File: config.mk
export PLATFORM = sky130hd
export DESIGN_NAME = tsic_top
export DESIGN_NICKNAME = d
export VERILOG_FILES = /design/src/logic/tsic_pkg.sv /design/src/logic/tsic_edge_detect.sv /design/src/logic/tsic_stack.sv /design/src/logic/tsic_top.sv
export SDC_FILE = /design/constraint.sdc
export NUM_CORES = 1
export LEC_CHECK = 0
export BUFFER_PORTS_ARGS = -buffer_cell sky130_fd_sc_hd__buf_2
export CAP_MARGIN = 10
export CORE_MARGIN = 2
export CORE_UTILIZATION = 30
export CTS_CLUSTER_SIZE = 16
export DETAILED_ROUTE_END_ITERATION = 10
export GPL_TIMING_DRIVEN = 0
export HOLD_SLACK_MARGIN = 0.15
export PLACE_DENSITY = 0.44
export RECOVER_POWER = 25
export SYNTH_ARGS = -nofsm -noshare
export SYNTH_HDL_FRONTEND = slang
export SYNTH_SLANG_ARGS = --single-unit
File: constraint.sdc
create_clock -name core_clk -period 3.7 [get_ports core_clk]
set_clock_uncertainty 0.2 [all_clocks]
set_input_delay 0.74 -clock core_clk [delete_from_list [all_inputs] [get_ports core_clk]]
set_output_delay 0.74 -clock core_clk [all_outputs]
set_load 0.01 [all_outputs]
File: src/logic/tsic_pkg.sv
package tsic_pkg;
    // ****************************************
    // Register map and field positions
    // ****************************************
    localparam logic [7:0] INTERRUPT_CONTROL_ADDR      = 8'h0B;
    localparam int         BIT_MASTER_EN  = 0;
    localparam int         BIT_EXT_EN     = 1;
    localparam int         BIT_TMR_EN     = 2;
    localparam int         BIT_EXT_FLAG   = 4;
    localparam int         BIT_TMR_FLAG   = 5;
    localparam logic [7:0] INTERRUPT_CONTROL_RW_MASK   = 8'h37;
    localparam logic [7:0] INTERRUPT_CONTROL_RESET     = 8'h00;

    // ****************************************
    // Vectors and stack
    // ****************************************
    localparam logic [11:0] VEC_EXT       = 12'h004;
    localparam logic [11:0] VEC_TMR       = 12'h008;
    localparam int          STACK_LEVELS  = 6;
    localparam logic [2:0]  STACK_RESET   = 3'h0;

    // ****************************************
    // Machine cycle phases
    // ****************************************
    localparam int          PHASES        = 4;
    localparam logic [1:0]  SAMPLE_PHASE  = 2'h1;

    typedef enum logic [2:0] {
        TSIC_IDLE   = 3'b001,
        TSIC_PUSH   = 3'b010,
        TSIC_BRANCH = 3'b100
    } tsic_state_t;
endpackage

File: src/logic/tsic_edge_detect.sv
`timescale 1ns/10ps
`default_nettype none
module tsic_edge_detect (
    input  wire logic core_clk,
    input  wire logic arst_n,
    input  wire logic pin_async,
    input  wire logic rise_sel,
    output logic      edge_pulse
);
    logic sync1_q;
    logic sync2_q;
    logic prev_q;
    logic rise;
    logic fall;

    // ****************************************
    // Synchroniser and edge choice
    // ****************************************
    // Two stages before anything looks at the pin
    always_ff @(posedge core_clk or negedge arst_n) begin
        if (!arst_n) begin
            sync1_q <= 1'b0;
            sync2_q <= 1'b0;
            prev_q  <= 1'b0;
        end else begin
            sync1_q <= pin_async;
            sync2_q <= sync1_q;
            prev_q  <= sync2_q;
        end
    end

    // Edge sense follows the select level
    always_comb begin
        rise       = sync2_q & ~prev_q;
        fall       = ~sync2_q & prev_q;
        edge_pulse = rise_sel ? rise : fall;
    end
endmodule
`default_nettype wire

File: src/logic/tsic_stack.sv
`timescale 1ns/10ps
`default_nettype none
module tsic_stack #(
    parameter int LEVELS = tsic_pkg::STACK_LEVELS,
    parameter int AW     = 12
) (
    input  wire logic          core_clk,
    input  wire logic          arst_n,
    input  wire logic          push,
    input  wire logic          pop,
    input  wire logic [AW-1:0] push_addr,
    output logic      [AW-1:0] top_addr,
    output logic               full,
    output logic [2:0]         depth
);
    logic [AW-1:0] mem_q [LEVELS];
    logic [AW-1:0] mem_d [LEVELS];
    logic [2:0]    idx_q;
    logic [2:0]    idx_d;

    // ****************************************
    // Return address storage
    // ****************************************
    // Push ignored when full, pop ignored when empty
    always_comb begin
        mem_d = mem_q;
        idx_d = idx_q;
        if (push && !full) begin
            mem_d[idx_q] = push_addr;
            idx_d        = idx_q + 3'h1;
        end else if (pop && idx_q != 3'h0) begin
            idx_d = idx_q - 3'h1;
        end
    end

    always_ff @(posedge core_clk or negedge arst_n) begin
        if (!arst_n) begin
            idx_q <= tsic_pkg::STACK_RESET;
            for (int i = 0; i < LEVELS; i++) begin
                mem_q[i] <= '0;
            end
        end else begin
            idx_q <= idx_d;
            mem_q <= mem_d;
        end
    end

    // Six levels, full when all hold addresses
    always_comb begin
        full     = (idx_q == 3'(LEVELS));
        depth    = idx_q;
        top_addr = (idx_q == 3'h0) ? '0 : mem_q[idx_q - 3'h1];
    end
endmodule
`default_nettype wire

File: src/logic/tsic_top.sv
`timescale 1ns/10ps
`default_nettype none
module tsic_top (
    input  wire logic        core_clk,
    input  wire logic        arst_n,
    input  wire logic        reg_wr,
    input  wire logic        reg_rd,
    input  wire logic [7:0]  reg_addr,
    input  wire logic [7:0]  reg_wdata,
    output logic      [7:0]  reg_rdata,
    input  wire logic        ext_irq_pin,
    input  wire logic        edge_select_output,
    input  wire logic        timer_overflow,
    input  wire logic        call_req,
    input  wire logic        plain_return,
    input  wire logic        return_with_irq_enable,
    input  wire logic [11:0] pc_now,
    input  wire logic        halted,
    output logic      [11:0] pc_load_addr,
    output logic             pc_load,
    output logic             irq_ack,
    output logic             wake,
    output logic             stack_full,
    output logic             sampling_phase
);
    // ****************************************
    // Declarations
    // ****************************************
    logic [7:0]          interrupt_control_q;
    logic [7:0]          interrupt_control_d;
    logic [1:0]          phase_q;
    logic [1:0]          phase_d;
    logic                sample_pulse;
    logic                ext_edge;
    logic                ext_pend;
    logic                tmr_pend;
    logic                ext_go;
    logic                tmr_go;
    logic                take;
    tsic_pkg::tsic_state_t st_q;
    tsic_pkg::tsic_state_t st_d;
    logic [11:0]         vec_q;
    logic [11:0]         vec_d;
    logic                push;
    logic                pop;
    logic [11:0]         top_addr;
    logic                full;
    logic [11:0]         load_addr_d;
    logic [11:0]         load_addr_q;
    logic                load_d;
    logic                load_q;
    logic                ack_d;
    logic                ack_q;
    logic                wake_q;
    logic                full_q;
    logic                phase_out_q;
    logic [7:0]          rdata_q;
    logic [7:0]          rdata_d;

    // ****************************************
    // Sub-blocks
    // ****************************************
    tsic_edge_detect u_edge (
        .core_clk   (core_clk),
        .arst_n     (arst_n),
        .pin_async  (ext_irq_pin),
        .rise_sel   (edge_select_output),
        .edge_pulse (ext_edge)
    );

    tsic_stack #(
        .LEVELS (tsic_pkg::STACK_LEVELS),
        .AW     (12)
    ) u_stack (
        .core_clk  (core_clk),
        .arst_n    (arst_n),
        .push      (push),
        .pop       (pop),
        .push_addr (pc_now),
        .top_addr  (top_addr),
        .full      (full),
        .depth     ()
    );

    // ****************************************
    // Machine cycle phase counter
    // ****************************************
    // One sample enable per four clocks
    always_comb begin
        phase_d      = phase_q + 2'h1;
        sample_pulse = (phase_q == tsic_pkg::SAMPLE_PHASE);
    end

    // ****************************************
    // Acknowledge decision
    // ****************************************
    // Master gates both sources
    always_comb begin
        ext_pend = interrupt_control_q[tsic_pkg::BIT_EXT_FLAG]
                 & interrupt_control_q[tsic_pkg::BIT_EXT_EN];
        tmr_pend = interrupt_control_q[tsic_pkg::BIT_TMR_FLAG]
                 & interrupt_control_q[tsic_pkg::BIT_TMR_EN];
        take     = sample_pulse & interrupt_control_q[tsic_pkg::BIT_MASTER_EN]
                 & ~full
                 & (st_q == tsic_pkg::TSIC_IDLE) & ~call_req
                 & ~plain_return & ~return_with_irq_enable;
        ext_go   = take & ext_pend;
        tmr_go   = take & tmr_pend & ~ext_pend;
    end

    // ****************************************
    // Service sequencer
    // ****************************************
    // Push then branch; a call or return in the sample cycle holds the request off
    always_comb begin
        st_d        = st_q;
        vec_d       = vec_q;
        push        = 1'b0;
        pop         = plain_return | return_with_irq_enable;
        load_d      = 1'b0;
        ack_d       = 1'b0;
        load_addr_d = load_addr_q;
        unique case (st_q)
            tsic_pkg::TSIC_IDLE: begin
                if (ext_go || tmr_go) begin
                    vec_d = ext_go ? tsic_pkg::VEC_EXT : tsic_pkg::VEC_TMR;
                    st_d  = tsic_pkg::TSIC_PUSH;
                    ack_d = 1'b1;
                end else if (call_req) begin
                    push = 1'b1;
                end else if (pop) begin
                    load_d      = 1'b1;
                    load_addr_d = top_addr;
                end
            end
            tsic_pkg::TSIC_PUSH: begin
                push  = 1'b1;
                pop   = 1'b0;
                st_d  = tsic_pkg::TSIC_BRANCH;
            end
            tsic_pkg::TSIC_BRANCH: begin
                load_d      = 1'b1;
                load_addr_d = vec_q;
                pop         = 1'b0;
                st_d        = tsic_pkg::TSIC_IDLE;
            end
            default: st_d = tsic_pkg::TSIC_IDLE;
        endcase
    end

    // ****************************************
    // Interrupt control register
    // ****************************************
    // Hardware sets beat software clears in the same cycle
    always_comb begin
        interrupt_control_d = interrupt_control_q;
        if (reg_wr && reg_addr == tsic_pkg::INTERRUPT_CONTROL_ADDR) begin
            interrupt_control_d = reg_wdata & tsic_pkg::INTERRUPT_CONTROL_RW_MASK;
        end
        if (return_with_irq_enable && st_q == tsic_pkg::TSIC_IDLE) begin
            interrupt_control_d[tsic_pkg::BIT_MASTER_EN] = 1'b1;
        end
        if (ext_go) begin
            interrupt_control_d[tsic_pkg::BIT_EXT_FLAG]  = 1'b0;
            interrupt_control_d[tsic_pkg::BIT_MASTER_EN] = 1'b0;
        end
        if (tmr_go) begin
            interrupt_control_d[tsic_pkg::BIT_TMR_FLAG]  = 1'b0;
            interrupt_control_d[tsic_pkg::BIT_MASTER_EN] = 1'b0;
        end
        if (ext_edge) begin
            interrupt_control_d[tsic_pkg::BIT_EXT_FLAG] = 1'b1;
        end
        if (timer_overflow) begin
            interrupt_control_d[tsic_pkg::BIT_TMR_FLAG] = 1'b1;
        end
    end

    // Read data, spare bits always zero
    always_comb begin
        rdata_d = 8'h00;
        if (reg_rd && reg_addr == tsic_pkg::INTERRUPT_CONTROL_ADDR) begin
            rdata_d = interrupt_control_q & tsic_pkg::INTERRUPT_CONTROL_RW_MASK;
        end
    end

    // ****************************************
    // State registers
    // ****************************************
    always_ff @(posedge core_clk or negedge arst_n) begin
        if (!arst_n) begin
            interrupt_control_q      <= tsic_pkg::INTERRUPT_CONTROL_RESET;
            phase_q     <= 2'h0;
            st_q        <= tsic_pkg::TSIC_IDLE;
            vec_q       <= 12'h000;
            load_addr_q <= 12'h000;
            load_q      <= 1'b0;
            ack_q       <= 1'b0;
            wake_q      <= 1'b0;
            full_q      <= 1'b0;
            phase_out_q <= 1'b0;
            rdata_q     <= 8'h00;
        end else begin
            interrupt_control_q      <= interrupt_control_d;
            phase_q     <= phase_d;
            st_q        <= st_d;
            vec_q       <= vec_d;
            load_addr_q <= load_addr_d;
            load_q      <= load_d;
            ack_q       <= ack_d;
            // Wake on any raised flag, enabled or not
            wake_q      <= halted & (interrupt_control_q[tsic_pkg::BIT_EXT_FLAG]
                          | interrupt_control_q[tsic_pkg::BIT_TMR_FLAG]);
            full_q      <= full;
            phase_out_q <= sample_pulse;
            rdata_q     <= rdata_d;
        end
    end

    // ****************************************
    // Outputs
    // ****************************************
    always_comb begin
        pc_load_addr   = load_addr_q;
        pc_load        = load_q;
        irq_ack        = ack_q;
        wake           = wake_q;
        stack_full     = full_q;
        sampling_phase = phase_out_q;
        reg_rdata      = rdata_q;
    end
endmodule
`default_nettype wire

# Word level (Yosys, flattened, before mapping)
# Cells that the tools add are included.
[totals]
ff_bits = 125
input_bits = 39
out_inout_bits = 25
[op_classes]
addsub = 3
order_cmp = 3
eq_ne = 10
n_mux = 36
bitwise = 25
reduce_logical = 18
[op_table]
columns = ["op", "n"]
rows = [
  ["12-bit 2-to-1 mux", 7],
  ["72-bit bitwise mux", 1],
  ["12-bit binary-select mux with 3-bit select", 1],
  ["12-bit demux with 3-bit select", 1],
  ["12-bit one-hot mux with 2 select lines", 1],
  ["1-bit 2-to-1 mux", 16],
  ["1-bit AND", 14],
  ["6-bit 2-to-1 mux", 2],
  ["3-bit 2-to-1 mux", 3],
  ["3-bit nonzero test", 3],
  ["8-bit by 4-bit == test with 1-bit output, second input constant", 1],
  ["4-bit >= comparator, second input constant", 2],
  ["2-bit inequality test, second input constant", 4],
  ["3-bit NOT with 4-bit output", 2],
  ["1-bit NOT", 7],
  ["3-bit == test, second input constant", 2],
  ["1-bit logical AND", 6],
  ["3-bit one-hot mux with 2 select lines", 1],
  ["4-bit by 1-bit < comparator with 1-bit output, second input constant", 1],
  ["4-bit 2-to-1 mux", 1],
  ["1-bit one-hot mux with 2 select lines", 2],
  ["4-bit AND reduction", 1],
  ["2-bit nonzero test", 2],
  ["4-bit nonzero test", 1],
  ["other kinds (12)", 13],
]

# Logic depth before layout (Yosys ltp)
[depth]
word_depth = 14
ltp_mapped = 8
ltp_nobuf = 6

# Hierarchy
# Synthesis repeated with hierarchy kept, for this count alone.
[hier_totals]
cells_unflattened = 391
area_unflattened_um2 = 5138.7
[modules_own_cells]
columns = ["mod", "n_inst", "cells_per_inst", "area_each_um2", "seq_area_each_um2"]
rows = [
  ["tsic_stack", 1, 256, 3627.2, 1876.8],
  ["tsic_top", 1, 129, 1413.9, 852.1],
  ["tsic_edge_detect", 1, 6, 97.6, 75.1],
]

# Worst setup path after synthesis
# OpenSTA, ideal clock, no wires.
[synth_timing]
kind = "reg2reg"
start = "register u_stack.idx_q[0], in the netlist u_stack.depth[0]"
end = "register u_stack.mem_q[0] (netlist name)"
setup_time_ps = 125
arrival_ps = 2237
path_slack_ps = 1138
stages_incl_launch_ff = 9
period_less_slack_ps = 2562
cell_sequence = "dfrtp_1 -> buf_2 -> inv_2 -> ha_1 -> and2_1 -> a211o_4 -> nor3_1 -> buf_2 -> mux2_2"
[synth_between]
elab_chain_cells = 13
elab_cells_between_ends = 22
classes_between = "order compare: 2; eq/ne: 1; mux: 5; bitwise: 10; reduce/logical: 4"
[synth_lines]
columns = ["element", "line", "rtl"]
rows = [
  ["from (decl)", "tsic_stack.sv:18", "logic [2:0] idx_q;"],
  ["from (signal assigned)", "tsic_stack.sv:38", "idx_q <= tsic_pkg::STACK_RESET;"],
  ["from (signal assigned)", "tsic_stack.sv:43", "idx_q <= idx_d;"],
  ["3-bit == test *", "tsic_stack.sv:50", "full = (idx_q == 3'(LEVELS));"],
  ["net full", "tsic_top.sv:47", "logic full;"],
  ["1-bit NOT", "tsic_top.sv:104", "& ~full"],
  ["1-bit AND", "tsic_top.sv:104", ""],
  ["1-bit AND (2 in a row)", "tsic_top.sv:105", "& (st_q == tsic_pkg::TSIC_IDLE) & ~call_req"],
  ["1-bit AND (2 in a row)", "tsic_top.sv:106", "& ~plain_return & ~return_with_irq_enable;"],
  ["1-bit AND (2 in a row)", "tsic_top.sv:108", "tmr_go = take & tmr_pend & ~ext_pend;"],
  ["1-bit logical OR", "tsic_top.sv:125", "if (ext_go || tmr_go) begin"],
  ["1-bit 2-to-1 mux", "tsic_top.sv:125", ""],
  ["1-bit one-hot mux with 2 select lines", "tsic_top.sv:123", "unique case (st_q)"],
  ["1-bit logical AND *", "tsic_stack.sv:28", "if (push && !full) begin"],
  ["to (signal assigned)", "tsic_stack.sv:44", "mem_q <= mem_d;"],
  ["to (decl)", "tsic_stack.sv:16", "logic [AW-1:0] mem_q [LEVELS];"],
]
# Mark *: on every way through the listed nets, which the timed path passes. The rest lies on a longest branch.
# A chain may end at the register's enable or synchronous reset.

# Worst setup path in the final report
[layout_timing]
start = "register u_stack.idx_q[0], in the netlist u_stack.depth[0]"
end = "register u_stack.mem_q[5] (netlist name)"
# The elaborated chain is that of the path after synthesis.

==> metrics.csv <==
metric,value,unit
outcome,"complete, no violations",
crit_path_start_kind,flip-flop,
placed_area,0.005715,sq mm
cp-end-kind,flip-flop,
hold_depth,0,
start_util,30.73,%
final_nets,479,
clock_path_buffers,2,
fmax,320.6,MHz
die_w,134.6,um
startpoint,u_stack.depth[0],
drive_above_1_share,38.36,%
slowest_stage,buf_2,
r2r_cells,8,
hp-class,reg2reg,
grt.total_usage,13.96,%
route.vias.total,3132,
htree_levels,3,
drc,0,
ioPinCount,64,
finalMaxSlewViolations,0,
hold_start,u_edge.sync1_q,
drv_cap,0,
dieArea,0.01811,sq mm
postRouteAntennaNets,0,
synth.ff_latch_count,112,
postLayoutCellArea,0.005997,sq mm
avgViaCountPerCell,4.760,
num_antenna_cells,0,
worst-path-buf-inv,3,
cts_tree,yes,
numPlacedInstances,643,
critPathKind,reg2reg,
hold_ws,0.1598,ns
worstPathArrival,3.16,ns
synth_edf_count,0,
ys.flop_type,dfrtp_1,
clk_pin_slew,0.07,ns
worst-path-stages,8,
finalSetupTns,0,ns
power.density,851.7,mW/mm^2
cp_top_family,buffers and inverters,
ys_seq_area_share,54.83,%
finalWorstSetupSlack,0.5811,ns
final_cell_mix,"dfrtp_1 (111), buf_2 (54), mux2_2 (54)",
fill_cells,1620,
rsz0062_at_grt,false,
numCtsBuffers,9,
finalWirelength,11.70,mm
final_common_cell,dfrtp_1,
grt_pass1_wl,18.91,mm
ys_async_sr_fraction,100.0,%
gp_congestion,0.7689,
die_h,134.6,um
cts-root-buf,clkbuf_16,
setup_viol,0,
wl_per_cell,17.78,um
synthesis.area,0.005114,sq mm
power_leakage,0.002738,uW
period_minus_slack,3.119,ns
slowest_delay,0.42,ns
crit_path_max_fanout,10,
ys_types,47,
fin_cells,658,
core,0.01664,sq mm
crit_path_cell_trace,"buf_2, inv_2, ha_1, and2_1, a211o_4, nor3_1, buf_2, mux2_2",
ys_warn_count,0,
cts_sinks,112,
worstMarginPinSlew,0.9062,ns
period_share,84.29,%
rows,47,
cts_setup_buffers,0,
syn_area_per_cell,14.09,sq um
drt-pass1-iter-count,4,
antenna_found_initial,0,
cts_resized,0,
ir_drop,0.2881,mV
grt_pass1_vias,3368,
preCtsSetupSlack,0.5335,ns
grt-ovfl-total,0,
synthCells,363,
port-buffer-count,57,
dr.first_iter.drc_count,126,
dpl.hpwl,7.875,mm
hold_violations,0,
grt_max_degree,76,
clk_latency,0.35,ns
syn_to_final_growth,17.27,%
relSlewSlack,39.58,%
timing.rr.start,u_stack.depth[0],
required,3.74,ns
crit_top_cell,buf_2,
## area by class of cell
class / count / area [sq um] / area share, %
well taps: 220 / 275.3 / 4.590
repair buffers: 59 / 316.6 / 5.279
inverters: 9 / 33.78 / 0.5633
plain buffers: 23 / 130.1 / 2.170
clock buffers: 10 / 229.0 / 3.818
clock inverters: 4 / 55.05 / 0.9180
flip-flops and latches: 112 / 2804 / 46.76
multi-input cells: 221 / 2153 / 35.91
## where the power goes
| group | total (uW) | internal, uW | leakage, uW | switching (uW) |
|---|---|---|---|---|
| clock network | 974 | 522 | 0.000135 | 452 |
| logic | 2170 | 1160 | 0.00126 | 1020 |
| registers | 1960 | 1710 | 0.00134 | 250 |
## layer usage
metal  global-route usage [%]  part of all wire (%)  up-vias
met3                    2.177                   2.2       13
met2                    21.97                    47       38
met1                    19.15                    48     1622
met4                    6.140                   2.2        0
li1                         -                     -     1459
met5                        0                     0        -
## logic make-up (layout without fill, tap and decap cells)
group / count (synthesis) / after routing / share of synthesized area [%]
muxes: 101 / 101 / 25.50
DFF: 112 / 112 / 54.83
buffers and inverters: 32 / 105 / 3.205
adders and majority gates: 5 / 5 / 1.223
other: 1 / 3 / 0.07333
xor gates and xnor gates: 5 / 5 / 0.8565
AOI/OAI and AO/OA: 43 / 43 / 6.949
and+or+nand+nor: 64 / 64 / 7.365
## registers in the layout (all words and copies together), names as in the netlist, 2 cells and up
| signal | flops |
|---|---|
| u_stack.depth | 3 |
| u_stack.mem_q | 72 |
| st_q | 3 |
| vec_q | 2 |
| phase_q | 2 |
| pc_load_addr | 12 |
| interrupt_control_q | 5 |
| reg_rdata | 5 |
## metrics by stage
stage | util (%) | total power [uW]
final | 36.03 | 5108
after detailed placement | 34.34 | 4207
after CTS | 36.11 | 5197
after global routing | 36.03 | 5471
after global placement | 34.14 | 4148
after floorplan | - | 3568
## cell usage after synthesis, types with 4 or more instances
library cell / count / area share [%]
a22o_1: 21 / 3.6
and2_1: 8 / 0.98
buf_2: 8 / 0.78
clkbuf_1: 9 / 0.66
dfrtp_1: 111 / 54
ha_1: 5 / 1.2
inv_1: 8 / 0.59
mux2_2: 54 / 12
mux2_4: 20 / 5.9
mux2i_1: 17 / 3.3
mux4_2: 10 / 4.4
nand2_1: 6 / 0.44
nand3_1: 9 / 0.88
nor2_1: 19 / 1.4
o211ai_1: 4 / 0.59
## path summary, 6_finish.rpt
check / slack, ns / endpoint
min in group asynchronous: 0.65 / phase_q[1]
setup reg to reg: 0.58 / u_stack.mem_q[5]
hold / removal: 0.16 / u_edge.sync2_q
max in group asynchronous: 1.96 / pc_load_addr[9]
hold reg to reg: 0.16 / u_edge.sync2_q
setup / recovery: 0.58 / u_stack.mem_q[5]
## repair_timing
action | CTS | global route
endpoints found under the hold margin | 36 | 0
endpoints found under the setup margin | 0 | 0
hold buffers | 1 | 0
Note: power is estimated with default switching activity, not from simulation.
